[config.mk]
export PLATFORM = sky130hd
export DESIGN_NAME = wdtr_watchdog
export DESIGN_NICKNAME = d
export VERILOG_FILES = /design/src/design/wdtr_pkg.sv /design/src/design/wdtr_tick_gen.sv /design/src/design/wdtr_unlock.sv /design/src/design/wdtr_watchdog.sv
export SDC_FILE = /design/constraint.sdc
export NUM_CORES = 1
export LEC_CHECK = 0
export BUFFER_PORTS_ARGS = -buffer_cell sky130_fd_sc_hd__buf_2
export CAP_MARGIN = 40
export CORE_MARGIN = 1.5
export CORE_UTILIZATION = 45
export CTS_CLUSTER_SIZE = 30
export DETAILED_ROUTE_END_ITERATION = 8
export GPL_TIMING_DRIVEN = 0
export PLACE_DENSITY = 0.71
export SYNTH_ARGS = -nofsm -noshare
export SYNTH_HDL_FRONTEND = slang
export SYNTH_SLANG_ARGS = --single-unit
[constraint.sdc]
create_clock -name clk -period 2.7 [get_ports clk]
set_clock_uncertainty 0.1 [all_clocks]
set_input_delay 0.27 -clock clk [delete_from_list [all_inputs] [get_ports clk]]
set_output_delay 0.27 -clock clk [all_outputs]
set_load 0.02 [all_outputs]
[src/design/wdtr_pkg.sv]
// Package of constants and types for the watchdog with locked reload.
package wdtr_pkg;

   // ---------------------------------------------------------------
   // Register map: printed indices, byte address is four times index
   // ---------------------------------------------------------------
   localparam logic [31:0] REG_HIGH_IDX   = 32'h00FF_E042;
   localparam logic [31:0] REG_LOW_IDX    = 32'h00FF_E043;
   localparam logic [31:0] REG_STATUS_IDX = 32'h00FF_E044;
   localparam logic [31:0] REG_HIGH_ADDR  = {REG_HIGH_IDX[29:0], 2'b00};
   localparam logic [31:0] REG_LOW_ADDR   = {REG_LOW_IDX[29:0], 2'b00};
   localparam logic [31:0] REG_STATUS_ADDR = {REG_STATUS_IDX[29:0], 2'b00};

   // ---------------------------------------------------------------
   // Reset values and unlock keys
   // ---------------------------------------------------------------
   localparam logic [7:0]  RELOAD_HIGH_RST = 8'h04;
   localparam logic [7:0]  RELOAD_LOW_RST  = 8'h00;
   localparam logic [15:0] COUNT_RST       = 16'h0400;
   localparam logic [7:0]  UNLOCK_KEY1     = 8'h55;
   localparam logic [7:0]  UNLOCK_KEY2     = 8'hAA;
   localparam logic [15:0] COUNT_ONE       = 16'h0001;
   localparam logic [15:0] COUNT_ZERO      = 16'h0000;

   // ---------------------------------------------------------------
   // Status register field positions
   // ---------------------------------------------------------------
   localparam int STAT_ENABLED  = 0;
   localparam int STAT_WDCAUSE  = 1;
   localparam int STAT_STPCAUSE = 2;
   localparam int STAT_UNLOCKED = 3;
   localparam int STAT_RESPRST  = 4;

   // ---------------------------------------------------------------
   // Timing: system clock and nominal watchdog oscillator
   // ---------------------------------------------------------------
   localparam int CLK_PERIOD_NS = 100;
   localparam int OSC_PERIOD_NS = 100000;
   localparam int TICK_CYCLES   = OSC_PERIOD_NS / CLK_PERIOD_NS;

   // ---------------------------------------------------------------
   // Types
   // ---------------------------------------------------------------
   typedef enum logic [1:0] {
      WDTR_SEL_NONE,
      WDTR_SEL_HIGH,
      WDTR_SEL_LOW,
      WDTR_SEL_STATUS
   } wdtr_sel_t;

   typedef enum {
      WDTR_LOCKED,
      WDTR_GOT_KEY1,
      WDTR_OPEN_HIGH,
      WDTR_OPEN_LOW
   } wdtr_lock_t;

endpackage

[src/design/wdtr_tick_gen.sv]
// Divider that stands in for the watchdog oscillator as a tick pulse.
`timescale 1ns/100ps
module wdtr_tick_gen #(
   parameter int TICK_CYCLES = wdtr_pkg::TICK_CYCLES
) (
   input  wire logic clk,
   input  wire logic rst,
   input  wire logic oscEnable,
   output logic      tick
);

   localparam int CW = $clog2(TICK_CYCLES + 1);
   localparam logic [CW-1:0] LAST = CW'(TICK_CYCLES - 1);

   logic [CW-1:0] div_q;

   // A stopped oscillator clears the divider so no stray tick appears.
   always_ff @(posedge clk) begin
      if (rst || !oscEnable) begin
         div_q <= '0;
      end else if (div_q == LAST) begin
         div_q <= '0;
      end else begin
         div_q <= div_q + CW'(1);
      end
   end

   assign tick = oscEnable && (div_q == LAST);

endmodule

[src/design/wdtr_unlock.sv]
// Unlock sequencer that gates writes into the two reload bytes.
`timescale 1ns/100ps
module wdtr_unlock (
   input  wire logic       clk,
   input  wire logic       rst,
   input  wire logic       wrHigh,
   input  wire logic       wrLow,
   input  wire logic [7:0] wrData,
   output logic            highWe,
   output logic            lowWe,
   output logic            unlocked
);

   wdtr_pkg::wdtr_lock_t state_q;

   // Key writes never reach the stored byte; only the open states do.
   assign highWe   = wrHigh && (state_q == wdtr_pkg::WDTR_OPEN_HIGH);
   assign lowWe    = wrLow && (state_q == wdtr_pkg::WDTR_OPEN_LOW);
   assign unlocked = (state_q != wdtr_pkg::WDTR_LOCKED);

   always_ff @(posedge clk) begin
      if (rst) begin
         state_q <= wdtr_pkg::WDTR_LOCKED;
      end else begin
         case (state_q)
            wdtr_pkg::WDTR_LOCKED: begin
               if (wrHigh && wrData == wdtr_pkg::UNLOCK_KEY1) begin
                  state_q <= wdtr_pkg::WDTR_GOT_KEY1;
               end
            end
            wdtr_pkg::WDTR_GOT_KEY1: begin
               if (wrHigh && wrData == wdtr_pkg::UNLOCK_KEY2) begin
                  state_q <= wdtr_pkg::WDTR_OPEN_HIGH;
               end else if (wrHigh || wrLow) begin
                  state_q <= wdtr_pkg::WDTR_LOCKED;
               end
            end
            wdtr_pkg::WDTR_OPEN_HIGH: begin
               if (wrHigh) begin
                  state_q <= wdtr_pkg::WDTR_OPEN_LOW;
               end else if (wrLow) begin
                  state_q <= wdtr_pkg::WDTR_LOCKED;
               end
            end
            wdtr_pkg::WDTR_OPEN_LOW: begin
               // The low byte closes the sequence; a high-byte write aborts it.
               if (wrHigh || wrLow) begin
                  state_q <= wdtr_pkg::WDTR_LOCKED;
               end
            end
            default: begin
               state_q <= wdtr_pkg::WDTR_LOCKED;
            end
         endcase
      end
   end

endmodule

[src/design/wdtr_watchdog.sv]
// Watchdog down-counter with locked reload registers on an APB slave.
//
// Overview of operation
// - A time-out is declared when the down-counter reaches zero.
// - A nonvolatile option picks exception request or short reset.
// - Exception response in normal operation raises an exception request.
// - After an exception time-out the counter reloads itself and counts on.
// - Exception response in stop mode starts recovery and posts the exception.
// - A stop-mode time-out sets both watchdog cause and stop cause.
// - Reset response in normal operation forces reset, sets watchdog cause.
// - After reset the counter holds its defined reset value.
// - Reset response in stop mode starts stop recovery, not a reset.
// - The two unlock writes leave the stored high byte unchanged.
// - Each refresh instruction copies the reload value into the counter.
// - Reload value is high byte in bits 15:8, low byte in 7:0.
// - Reads of either reload address return the live count byte.
// - The counter steps on a nominal 10 kHz tick, stopped when disabled.
// - Enable comes from the first refresh or the always-on option.
// - On first enable the counter loads the reload value, then counts.
// - While halted under the debugger the counter is refreshed always.
`timescale 1ns/100ps
module wdtr_watchdog #(
   parameter int TICK_CYCLES = wdtr_pkg::TICK_CYCLES
) (
   input  wire logic        clk,
   input  wire logic        rst,
   input  wire logic [31:0] paddr,
   input  wire logic        psel,
   input  wire logic        penable,
   input  wire logic        pwrite,
   input  wire logic [31:0] pwdata,
   input  wire logic [3:0]  pstrb,
   output logic      [31:0] prdata,
   output logic             pready,
   output logic             pslverr,
   input  wire logic        refreshInstr,
   input  wire logic        stopMode,
   input  wire logic        debugHalt,
   input  wire logic        rcOscEnable,
   input  wire logic        optResetResponse,
   input  wire logic        optAlwaysOn,
   output logic             exceptionReq,
   output logic             deviceResetReq,
   output logic             stopRecoveryReq,
   output logic             wdCauseSet,
   output logic             stopCauseSet
);

   // ---------------------------------------------------------------
   // Declarations
   // ---------------------------------------------------------------
   logic [7:0]          reloadHigh_q;
   logic [7:0]          reloadLow_q;
   logic [15:0]         reloadVal;
   logic [15:0]         count_q;
   logic                enabled_q;
   logic                startEn;
   logic                refreshNow;
   logic                timeoutHit;
   logic                rcTick;
   logic                wdCause_q;
   logic                stopCause_q;
   logic                exceptionReq_q;
   logic                deviceResetReq_q;
   logic                stopRecoveryReq_q;
   logic                wdCauseSet_q;
   logic                stopCauseSet_q;
   logic [31:0]         prdata_q;
   wdtr_pkg::wdtr_sel_t sel;
   logic                setupPh;
   logic                accessPh;
   logic                wrAccess;
   logic                wrHigh;
   logic                wrLow;
   logic                wrStatus;
   logic                highWe;
   logic                lowWe;
   logic                unlocked;
   logic [31:0]         statusWord;

   // ---------------------------------------------------------------
   // Address decoding
   // ---------------------------------------------------------------
   // The whole byte address is compared, so aliases of the registers
   // fall into the unmapped space and answer with an error.
   function automatic wdtr_pkg::wdtr_sel_t decode(input logic [31:0] a);
      if (a == wdtr_pkg::REG_HIGH_ADDR) begin
         decode = wdtr_pkg::WDTR_SEL_HIGH;
      end else if (a == wdtr_pkg::REG_LOW_ADDR) begin
         decode = wdtr_pkg::WDTR_SEL_LOW;
      end else if (a == wdtr_pkg::REG_STATUS_ADDR) begin
         decode = wdtr_pkg::WDTR_SEL_STATUS;
      end else begin
         decode = wdtr_pkg::WDTR_SEL_NONE;
      end
   endfunction

   // Byte registers sit in lane 0 of the read word; upper lanes read zero.
   function automatic logic [31:0] laneZero(input logic [7:0] b);
      laneZero = {24'h000000, b};
   endfunction

   // A status flag clears when software writes a one to its position.
   function automatic logic clearsBit(input logic        wr,
                                      input logic [31:0] d,
                                      input int          pos);
      clearsBit = wr && d[pos];
   endfunction

   assign sel      = decode(paddr);
   assign setupPh  = psel && !penable;
   assign accessPh = psel && penable;
   // The slave never stretches a transfer.
   assign pready   = 1'b1;
   assign pslverr  = accessPh && (sel == wdtr_pkg::WDTR_SEL_NONE);
   assign prdata   = prdata_q;

   // Byte registers take their data from lane 0 only.
   assign wrAccess = accessPh && pwrite && pstrb[0];
   assign wrHigh   = wrAccess && (sel == wdtr_pkg::WDTR_SEL_HIGH);
   assign wrLow    = wrAccess && (sel == wdtr_pkg::WDTR_SEL_LOW);
   assign wrStatus = wrAccess && (sel == wdtr_pkg::WDTR_SEL_STATUS);

   // ---------------------------------------------------------------
   // Submodules
   // ---------------------------------------------------------------
   wdtr_tick_gen #(
      .TICK_CYCLES (TICK_CYCLES)
   ) u_tick (
      .clk       (clk),
      .rst       (rst),
      .oscEnable (rcOscEnable),
      .tick      (rcTick)
   );

   // The sequencer is kept apart so that the order of the four writes
   // is checked in one place; the byte registers only see its enables.
   wdtr_unlock u_unlock (
      .clk      (clk),
      .rst      (rst),
      .wrHigh   (wrHigh),
      .wrLow    (wrLow),
      .wrData   (pwdata[7:0]),
      .highWe   (highWe),
      .lowWe    (lowWe),
      .unlocked (unlocked)
   );

   // ---------------------------------------------------------------
   // Reload registers
   // ---------------------------------------------------------------
   always_ff @(posedge clk) begin
      if (rst) begin
         reloadHigh_q <= wdtr_pkg::RELOAD_HIGH_RST;
      end else if (highWe) begin
         reloadHigh_q <= pwdata[7:0];
      end
   end

   always_ff @(posedge clk) begin
      if (rst) begin
         reloadLow_q <= wdtr_pkg::RELOAD_LOW_RST;
      end else if (lowWe) begin
         reloadLow_q <= pwdata[7:0];
      end
   end

   assign reloadVal = {reloadHigh_q, reloadLow_q};

   // ---------------------------------------------------------------
   // Enable and counter
   // ---------------------------------------------------------------
   // A debug halt refreshes on every cycle, which also keeps the
   // time-out path shut while the core is stopped.
   assign refreshNow = refreshInstr || debugHalt;
   assign startEn    = !enabled_q && (refreshInstr || optAlwaysOn);

   always_ff @(posedge clk) begin
      if (rst) begin
         enabled_q <= 1'b0;
      end else if (startEn) begin
         enabled_q <= 1'b1;
      end
   end

   // A reload value of zero would keep this compare from ever firing;
   // software keeps the value at four or more.
   assign timeoutHit = enabled_q && rcTick && !refreshNow &&
                       (count_q == wdtr_pkg::COUNT_ONE);

   // Priority: first enable, then refresh, then the self reload that
   // follows the zero cycle, then the tick. A refresh always wins so
   // that software can never race the time-out path.
   always_ff @(posedge clk) begin
      if (rst) begin
         count_q <= wdtr_pkg::COUNT_RST;
      end else if (startEn) begin
         count_q <= reloadVal;
      end else if (refreshNow) begin
         count_q <= reloadVal;
      end else if (enabled_q && count_q == wdtr_pkg::COUNT_ZERO) begin
         count_q <= reloadVal;
      end else if (enabled_q && rcTick) begin
         count_q <= count_q - wdtr_pkg::COUNT_ONE;
      end
   end

   // ---------------------------------------------------------------
   // Time-out responses
   // ---------------------------------------------------------------
   // In stop mode an exception response raises both the exception and
   // the recovery request; the interrupt controller holds the exception
   // until recovery has brought the core back.
   always_ff @(posedge clk) begin
      if (rst) begin
         exceptionReq_q    <= 1'b0;
         deviceResetReq_q  <= 1'b0;
         stopRecoveryReq_q <= 1'b0;
      end else begin
         exceptionReq_q    <= timeoutHit && !optResetResponse;
         deviceResetReq_q  <= timeoutHit && optResetResponse && !stopMode;
         stopRecoveryReq_q <= timeoutHit && stopMode;
      end
   end

   always_ff @(posedge clk) begin
      if (rst) begin
         wdCauseSet_q   <= 1'b0;
         stopCauseSet_q <= 1'b0;
      end else begin
         wdCauseSet_q   <= timeoutHit;
         stopCauseSet_q <= timeoutHit && stopMode;
      end
   end

   assign exceptionReq    = exceptionReq_q;
   assign deviceResetReq  = deviceResetReq_q;
   assign stopRecoveryReq = stopRecoveryReq_q;
   assign wdCauseSet      = wdCauseSet_q;
   assign stopCauseSet    = stopCauseSet_q;

   // ---------------------------------------------------------------
   // Sticky cause copies, write one to clear, a new cause wins
   // ---------------------------------------------------------------
   // Letting the set win means a time-out that lands on the clear write
   // is never lost; software sees the flag again on its next read.
   always_ff @(posedge clk) begin
      if (rst) begin
         wdCause_q <= 1'b0;
      end else if (timeoutHit) begin
         wdCause_q <= 1'b1;
      end else if (clearsBit(wrStatus, pwdata, wdtr_pkg::STAT_WDCAUSE)) begin
         wdCause_q <= 1'b0;
      end
   end

   always_ff @(posedge clk) begin
      if (rst) begin
         stopCause_q <= 1'b0;
      end else if (timeoutHit && stopMode) begin
         stopCause_q <= 1'b1;
      end else if (clearsBit(wrStatus, pwdata, wdtr_pkg::STAT_STPCAUSE)) begin
         stopCause_q <= 1'b0;
      end
   end

   // ---------------------------------------------------------------
   // Read data, captured in the setup cycle
   // ---------------------------------------------------------------
   always_comb begin
      statusWord = 32'h0000_0000;
      statusWord[wdtr_pkg::STAT_ENABLED]  = enabled_q;
      statusWord[wdtr_pkg::STAT_WDCAUSE]  = wdCause_q;
      statusWord[wdtr_pkg::STAT_STPCAUSE] = stopCause_q;
      statusWord[wdtr_pkg::STAT_UNLOCKED] = unlocked;
      statusWord[wdtr_pkg::STAT_RESPRST]  = optResetResponse;
   end

   // The count is sampled one cycle before the access edge; it can be
   // at most one tick stale, which software cannot tell apart.
   always_ff @(posedge clk) begin
      if (rst) begin
         prdata_q <= 32'h0000_0000;
      end else if (setupPh && !pwrite) begin
         if (sel == wdtr_pkg::WDTR_SEL_HIGH) begin
            prdata_q <= laneZero(count_q[15:8]);
         end else if (sel == wdtr_pkg::WDTR_SEL_LOW) begin
            prdata_q <= laneZero(count_q[7:0]);
         end else if (sel == wdtr_pkg::WDTR_SEL_STATUS) begin
            prdata_q <= statusWord;
         end else begin
            prdata_q <= 32'h0000_0000;
         end
      end
   end

endmodule

==> impl_metrics.prom <==
# TYPE chip_impl_metric gauge
chip_impl_metric{name="grt_use_total",unit="%"} 20.3
chip_impl_metric{name="wire_length_of_the_first_global_routing_pass",unit="um"} 15700
chip_impl_metric{name="synthesis.area",unit="sq um"} 4030
chip_impl_metric{name="drt_pre_antenna_iters",unit=""} 4
chip_impl_metric{name="dp_slack",unit="ns"} 0.254
chip_impl_metric{name="std_cell_rows",unit=""} 34
chip_impl_metric{name="detailroute.via_count",unit=""} 3556
chip_impl_metric{name="worst_ir_drop_vdd",unit="V"} 0.000400
chip_impl_metric{name="r2r_cells",unit=""} 6
chip_impl_info{name="hold_path.class",value="input port to flop"} 1
chip_impl_metric{name="p_leak",unit="nW"} 1.96
chip_impl_metric{name="routed_wl",unit="um"} 9510
chip_impl_metric{name="hold_violations",unit=""} 0
chip_impl_metric{name="post_synth_num_cell_types",unit=""} 57
chip_impl_metric{name="cts-htree-levels",unit=""} 3
chip_impl_metric{name="synth-seq-area-share",unit="%"} 44.2
chip_impl_metric{name="maximum_number_of_pins_on_one_net_before_global_route_repair",unit=""} 20
chip_impl_metric{name="path_buf_inv",unit=""} 1
chip_impl_metric{name="buffer_ports.inserted",unit=""} 63
chip_impl_metric{name="clock-sinks",unit=""} 89
chip_impl_metric{name="die-area",unit="sq um"} 9540
chip_impl_info{name="setup.worst_path.end_class",value="flop"} 1
chip_impl_metric{name="maxSlewViolCount",unit=""} 0
chip_impl_metric{name="finalWorstSetupSlack",unit="ns"} 0.262
chip_impl_info{name="outcome",value="finished clean"} 1
chip_impl_metric{name="max-slew-margin-rel",unit="%"} 41.5
chip_impl_metric{name="final_min_period_over_clock_period",unit="%"} 90.3
chip_impl_metric{name="synth_edf_count",unit=""} 0
chip_impl_metric{name="tritoncts.num_buffers",unit=""} 9
chip_impl_info{name="startpoint_of_the_worst_register_to_register_path",value="count_q[12]$_SDFFE_PP0P_"} 1
chip_impl_metric{name="final_layout_size_suffix_gt1_share",unit="%"} 25.7
chip_impl_metric{name="place_hpwl",unit="um"} 7390
chip_impl_metric{name="path_clk_slew",unit="ns"} 0.10
chip_impl_metric{name="final.hold.worst_slack",unit="ns"} 0.0476
chip_impl_info{name="synth_flop_cell",value="sky130_fd_sc_hd__dfxtp_1"} 1
chip_impl_info{name="cp_slowest_cell",value="sky130_fd_sc_hd__o41a_1"} 1
chip_impl_metric{name="gp_routability_congestion",unit=""} 0.918
chip_impl_info{name="r2r-end",value="count_q[7]$_SDFFE_PP0P_"} 1
chip_impl_metric{name="antenna_found_initial",unit=""} 0
chip_impl_info{name="kind_of_start_point_of_the_critical_path",value="flop"} 1
chip_impl_metric{name="n_antenna_cell",unit=""} 0
chip_impl_metric{name="synth-async-reset-ratio",unit="%"} 0
chip_impl_info{name="clock_tree_root_driver_cell",value="sky130_fd_sc_hd__clkbuf_8"} 1
chip_impl_metric{name="synth-seq-cells",unit=""} 89
chip_impl_metric{name="floorplan.io_pins",unit=""} 118
chip_impl_info{name="grt_setup_unrepaired",value="no"} 1
chip_impl_metric{name="place_inst",unit=""} 657
chip_impl_metric{name="clk_path_buf_depth",unit=""} 2
chip_impl_metric{name="floorplan.die.height",unit="um"} 97.7
chip_impl_metric{name="place_area",unit="sq um"} 4700
chip_impl_metric{name="min_period",unit="ns"} 2.44
chip_impl_metric{name="final.setup.tns",unit="ns"} 0
chip_impl_metric{name="stdcell_area",unit="sq um"} 4940
chip_impl_metric{name="timing.reg2reg.setup_slack",unit="ns"} 0.26
chip_impl_metric{name="via_density",unit=""} 5.27
chip_impl_info{name="path_delay_family",value="compound AO/OA/AOI/OAI gates"} 1
chip_impl_info{name="termination_of_the_worst_setup_path",value="count_q[7]$_SDFFE_PP0P_"} 1
chip_impl_metric{name="layout.core_utilization",unit="%"} 56.7
chip_impl_metric{name="worstSkewPairLatency",unit="ns"} 0.36
chip_impl_metric{name="max_freq",unit="GHz"} 0.410
chip_impl_metric{name="instances_no_fill",unit=""} 675
chip_impl_metric{name="initial_core_util",unit="%"} 46.2
chip_impl_info{name="path_class",value="flop to flop"} 1
chip_impl_metric{name="route.detailed.wl_per_inst",unit="um"} 14.1
chip_impl_metric{name="detail_route.iter0.violations",unit=""} 118
chip_impl_metric{name="worst-slew-pin-transition",unit="ns"} 0.871
chip_impl_info{name="tritoncts",value="yes"} 1
chip_impl_metric{name="worst_path_largest_cell_delay",unit="ns"} 0.47
chip_impl_metric{name="synthesis.instances",unit=""} 430
chip_impl_metric{name="synth.avg_cell_area",unit="sq um"} 9.38
chip_impl_metric{name="core_area",unit="sq um"} 8720
chip_impl_metric{name="post_cts.repair.setup_buffers",unit=""} 0
chip_impl_metric{name="grt_pass1_vias",unit=""} 3366
chip_impl_info{name="worstPathCellList",value="or3_1, or2_1, o41a_1, clkbuf_1, a21oi_1, a211oi_2"} 1
chip_impl_metric{name="areaGrowthSynthToFinish",unit="%"} 22.6
chip_impl_metric{name="ant_nets",unit=""} 0
chip_impl_info{name="worst_setup_path_startpoint",value="count_q[12]$_SDFFE_PP0P_"} 1
chip_impl_metric{name="p_total",unit="mW"} 2.56
chip_impl_metric{name="setup_viol_count_final",unit=""} 0
chip_impl_metric{name="globalRoute.totalOverflow",unit=""} 0
chip_impl_metric{name="maxCapViolCount",unit=""} 0
chip_impl_metric{name="crit_arrival",unit="ns"} 2.57
chip_impl_metric{name="die_w",unit="um"} 97.7
chip_impl_metric{name="nets",unit=""} 644
chip_impl_metric{name="number_of_synthesis_warnings",unit=""} 0
chip_impl_metric{name="cp_num_cells",unit=""} 6
chip_impl_metric{name="powerDensity",unit="nW/um^2"} 518
chip_impl_metric{name="critPathMaxFanout",unit=""} 10
chip_impl_metric{name="detail_route.drc_violations",unit=""} 0
chip_impl_metric{name="cp.required",unit="ns"} 2.83
==> placed cells by master (no fill, tap or decap), types with 12 or more instances in the layout <==
| master | n |
|---|---|
| sky130_fd_sc_hd__buf_2 | 65 |
| sky130_fd_sc_hd__xnor2_1 | 14 |
| sky130_fd_sc_hd__a21oi_1 | 40 |
| sky130_fd_sc_hd__dfxtp_1 | 89 |
| sky130_fd_sc_hd__nor2_1 | 20 |
| sky130_fd_sc_hd__clkbuf_1 | 12 |
| sky130_fd_sc_hd__buf_4 | 27 |
| sky130_fd_sc_hd__nand2_1 | 18 |
| sky130_fd_sc_hd__conb_1 | 55 |
| sky130_fd_sc_hd__o21ai_0 | 31 |
| sky130_fd_sc_hd__nand3_1 | 29 |
==> per-layer routing <==
layer | vias to the layer above | global-route usage [%] | routed length [um]
met2 | 116 | 34.2 | 4530
met3 | 19 | 4.32 | 537
li1 | 1785 | - | -
met1 | 1636 | 26.1 | 4290
met4 | 0 | 6.37 | 157
met5 | - | 0 | 0
==> worst min path at each step <==
stage | slack (ns) | cells past startpoint | endpoint | startpoint
global placement | 0.35 | 1 | u_tick.div_q[0]$_SDFF_PP0_ | u_tick.div_q[0]$_SDFF_PP0_
CTS | 0.04 | 3 | enabled_q$_SDFFE_PP0P_ | refreshInstr
floorplan | 0.24 | 1 | exceptionReq$_SDFF_PP0_ | optResetResponse
finish | 0.05 | 3 | enabled_q$_SDFFE_PP0P_ | refreshInstr
global route | 0.07 | 3 | enabled_q$_SDFFE_PP0P_ | optAlwaysOn
detailed placement | 0.35 | 1 | u_tick.div_q[0]$_SDFF_PP0_ | u_tick.div_q[0]$_SDFF_PP0_
==> sequential cells by signal, summed over array words and instances (netlist names) <==
signal and cells:
reloadLow_q 8, wdCause_q 1, deviceResetReq 1, stopCause_q 1
exceptionReq 1, count_q 16, u_tick.div_q 10, prdata 8
wdCauseSet 1, u_unlock.state_q 32, reloadHigh_q 8, enabled_q 1
stopCauseSet 1
==> logic make-up after synthesis <==
group | synth area share [%]
and+or+nand+nor | 25.3
AOI/OAI and AO/OA | 17.0
DFF | 44.2
buffers and inverters | 7.26
xor gates and xnor gates | 4.56
adders and majority gates | 0.931
other | 0.186
muxes | 0.528
==> final cells by class <==
class | count | area, sq um
Buffer | 40 | 259
Clock buffer | 9 | 124
Clock inverter | 7 | 86.3
Fill cell | 837 | 3780
Inverter | 9 | 33.8
Multi-Input combinational cell | 345 | 2160
Sequential cell | 89 | 1780
Tap cell | 108 | 135
Timing Repair Buffer | 68 | 357
==> tightest hold or removal path, stage by stage <==
cell and delay (ns):
sky130_fd_sc_hd__buf_2 0.09, sky130_fd_sc_hd__nor3_1 0.04, sky130_fd_sc_hd__nor2_1 0.07
==> repair_timing <==
item,in CTS,in global routing
setup endpoints to repair,0,2
gates resized for setup,0,1
endpoints found under the hold margin,2,0
hold buffers,2,0
==> report_power, final <==
group          leakage, nW  switching (mW)  total [mW]  internal, mW
registers            0.731          0.0235        1.38          1.35
logic                 1.12           0.164       0.271         0.108
clock network        0.104           0.541       0.911         0.370
==> synth_stat cells (2+ instances only) <==
| master | count | area share (%) |
|---|---|---|
| sky130_fd_sc_hd__dfxtp_1 | 89 | 44 |
| sky130_fd_sc_hd__a21oi_1 | 40 | 5.0 |
| sky130_fd_sc_hd__o21ai_0 | 31 | 3.8 |
| sky130_fd_sc_hd__nand3_1 | 29 | 3.6 |
| sky130_fd_sc_hd__buf_4 | 27 | 5.0 |
| sky130_fd_sc_hd__nor2_1 | 20 | 1.9 |
| sky130_fd_sc_hd__nand2_1 | 18 | 1.7 |
| sky130_fd_sc_hd__xnor2_1 | 14 | 3.0 |
| sky130_fd_sc_hd__clkbuf_1 | 12 | 1.1 |
| sky130_fd_sc_hd__a211oi_2 | 11 | 3.4 |
| sky130_fd_sc_hd__nand4_1 | 10 | 1.6 |
| sky130_fd_sc_hd__nor3_1 | 10 | 1.2 |
| sky130_fd_sc_hd__nor4_1 | 10 | 1.6 |
| sky130_fd_sc_hd__inv_1 | 8 | 0.74 |
| sky130_fd_sc_hd__nor4b_1 | 8 | 1.7 |
| sky130_fd_sc_hd__nor4_2 | 7 | 2.2 |
| sky130_fd_sc_hd__xor2_1 | 7 | 1.5 |
| sky130_fd_sc_hd__or3_1 | 6 | 0.93 |
| sky130_fd_sc_hd__and3_1 | 5 | 0.78 |
| sky130_fd_sc_hd__a211oi_1 | 4 | 0.74 |
| sky130_fd_sc_hd__and4_1 | 4 | 0.87 |
| sky130_fd_sc_hd__nor2b_1 | 4 | 0.62 |
| sky130_fd_sc_hd__a221oi_1 | 3 | 0.65 |
| sky130_fd_sc_hd__a31oi_1 | 3 | 0.47 |
| sky130_fd_sc_hd__ha_1 | 3 | 0.93 |
| sky130_fd_sc_hd__nand2b_1 | 3 | 0.47 |
| sky130_fd_sc_hd__nor4bb_1 | 3 | 0.74 |
| sky130_fd_sc_hd__o311ai_1 | 3 | 0.65 |
| sky130_fd_sc_hd__or2_2 | 3 | 0.47 |
| sky130_fd_sc_hd__or4_4 | 3 | 0.84 |
| sky130_fd_sc_hd__a22o_1 | 2 | 0.43 |
| sky130_fd_sc_hd__conb_1 | 2 | 0.19 |
| sky130_fd_sc_hd__nor3_2 | 2 | 0.50 |
| sky130_fd_sc_hd__nor3_4 | 2 | 0.81 |
| sky130_fd_sc_hd__nor3b_1 | 2 | 0.37 |
No activity file was read; power rests on OpenSTA's default activity.
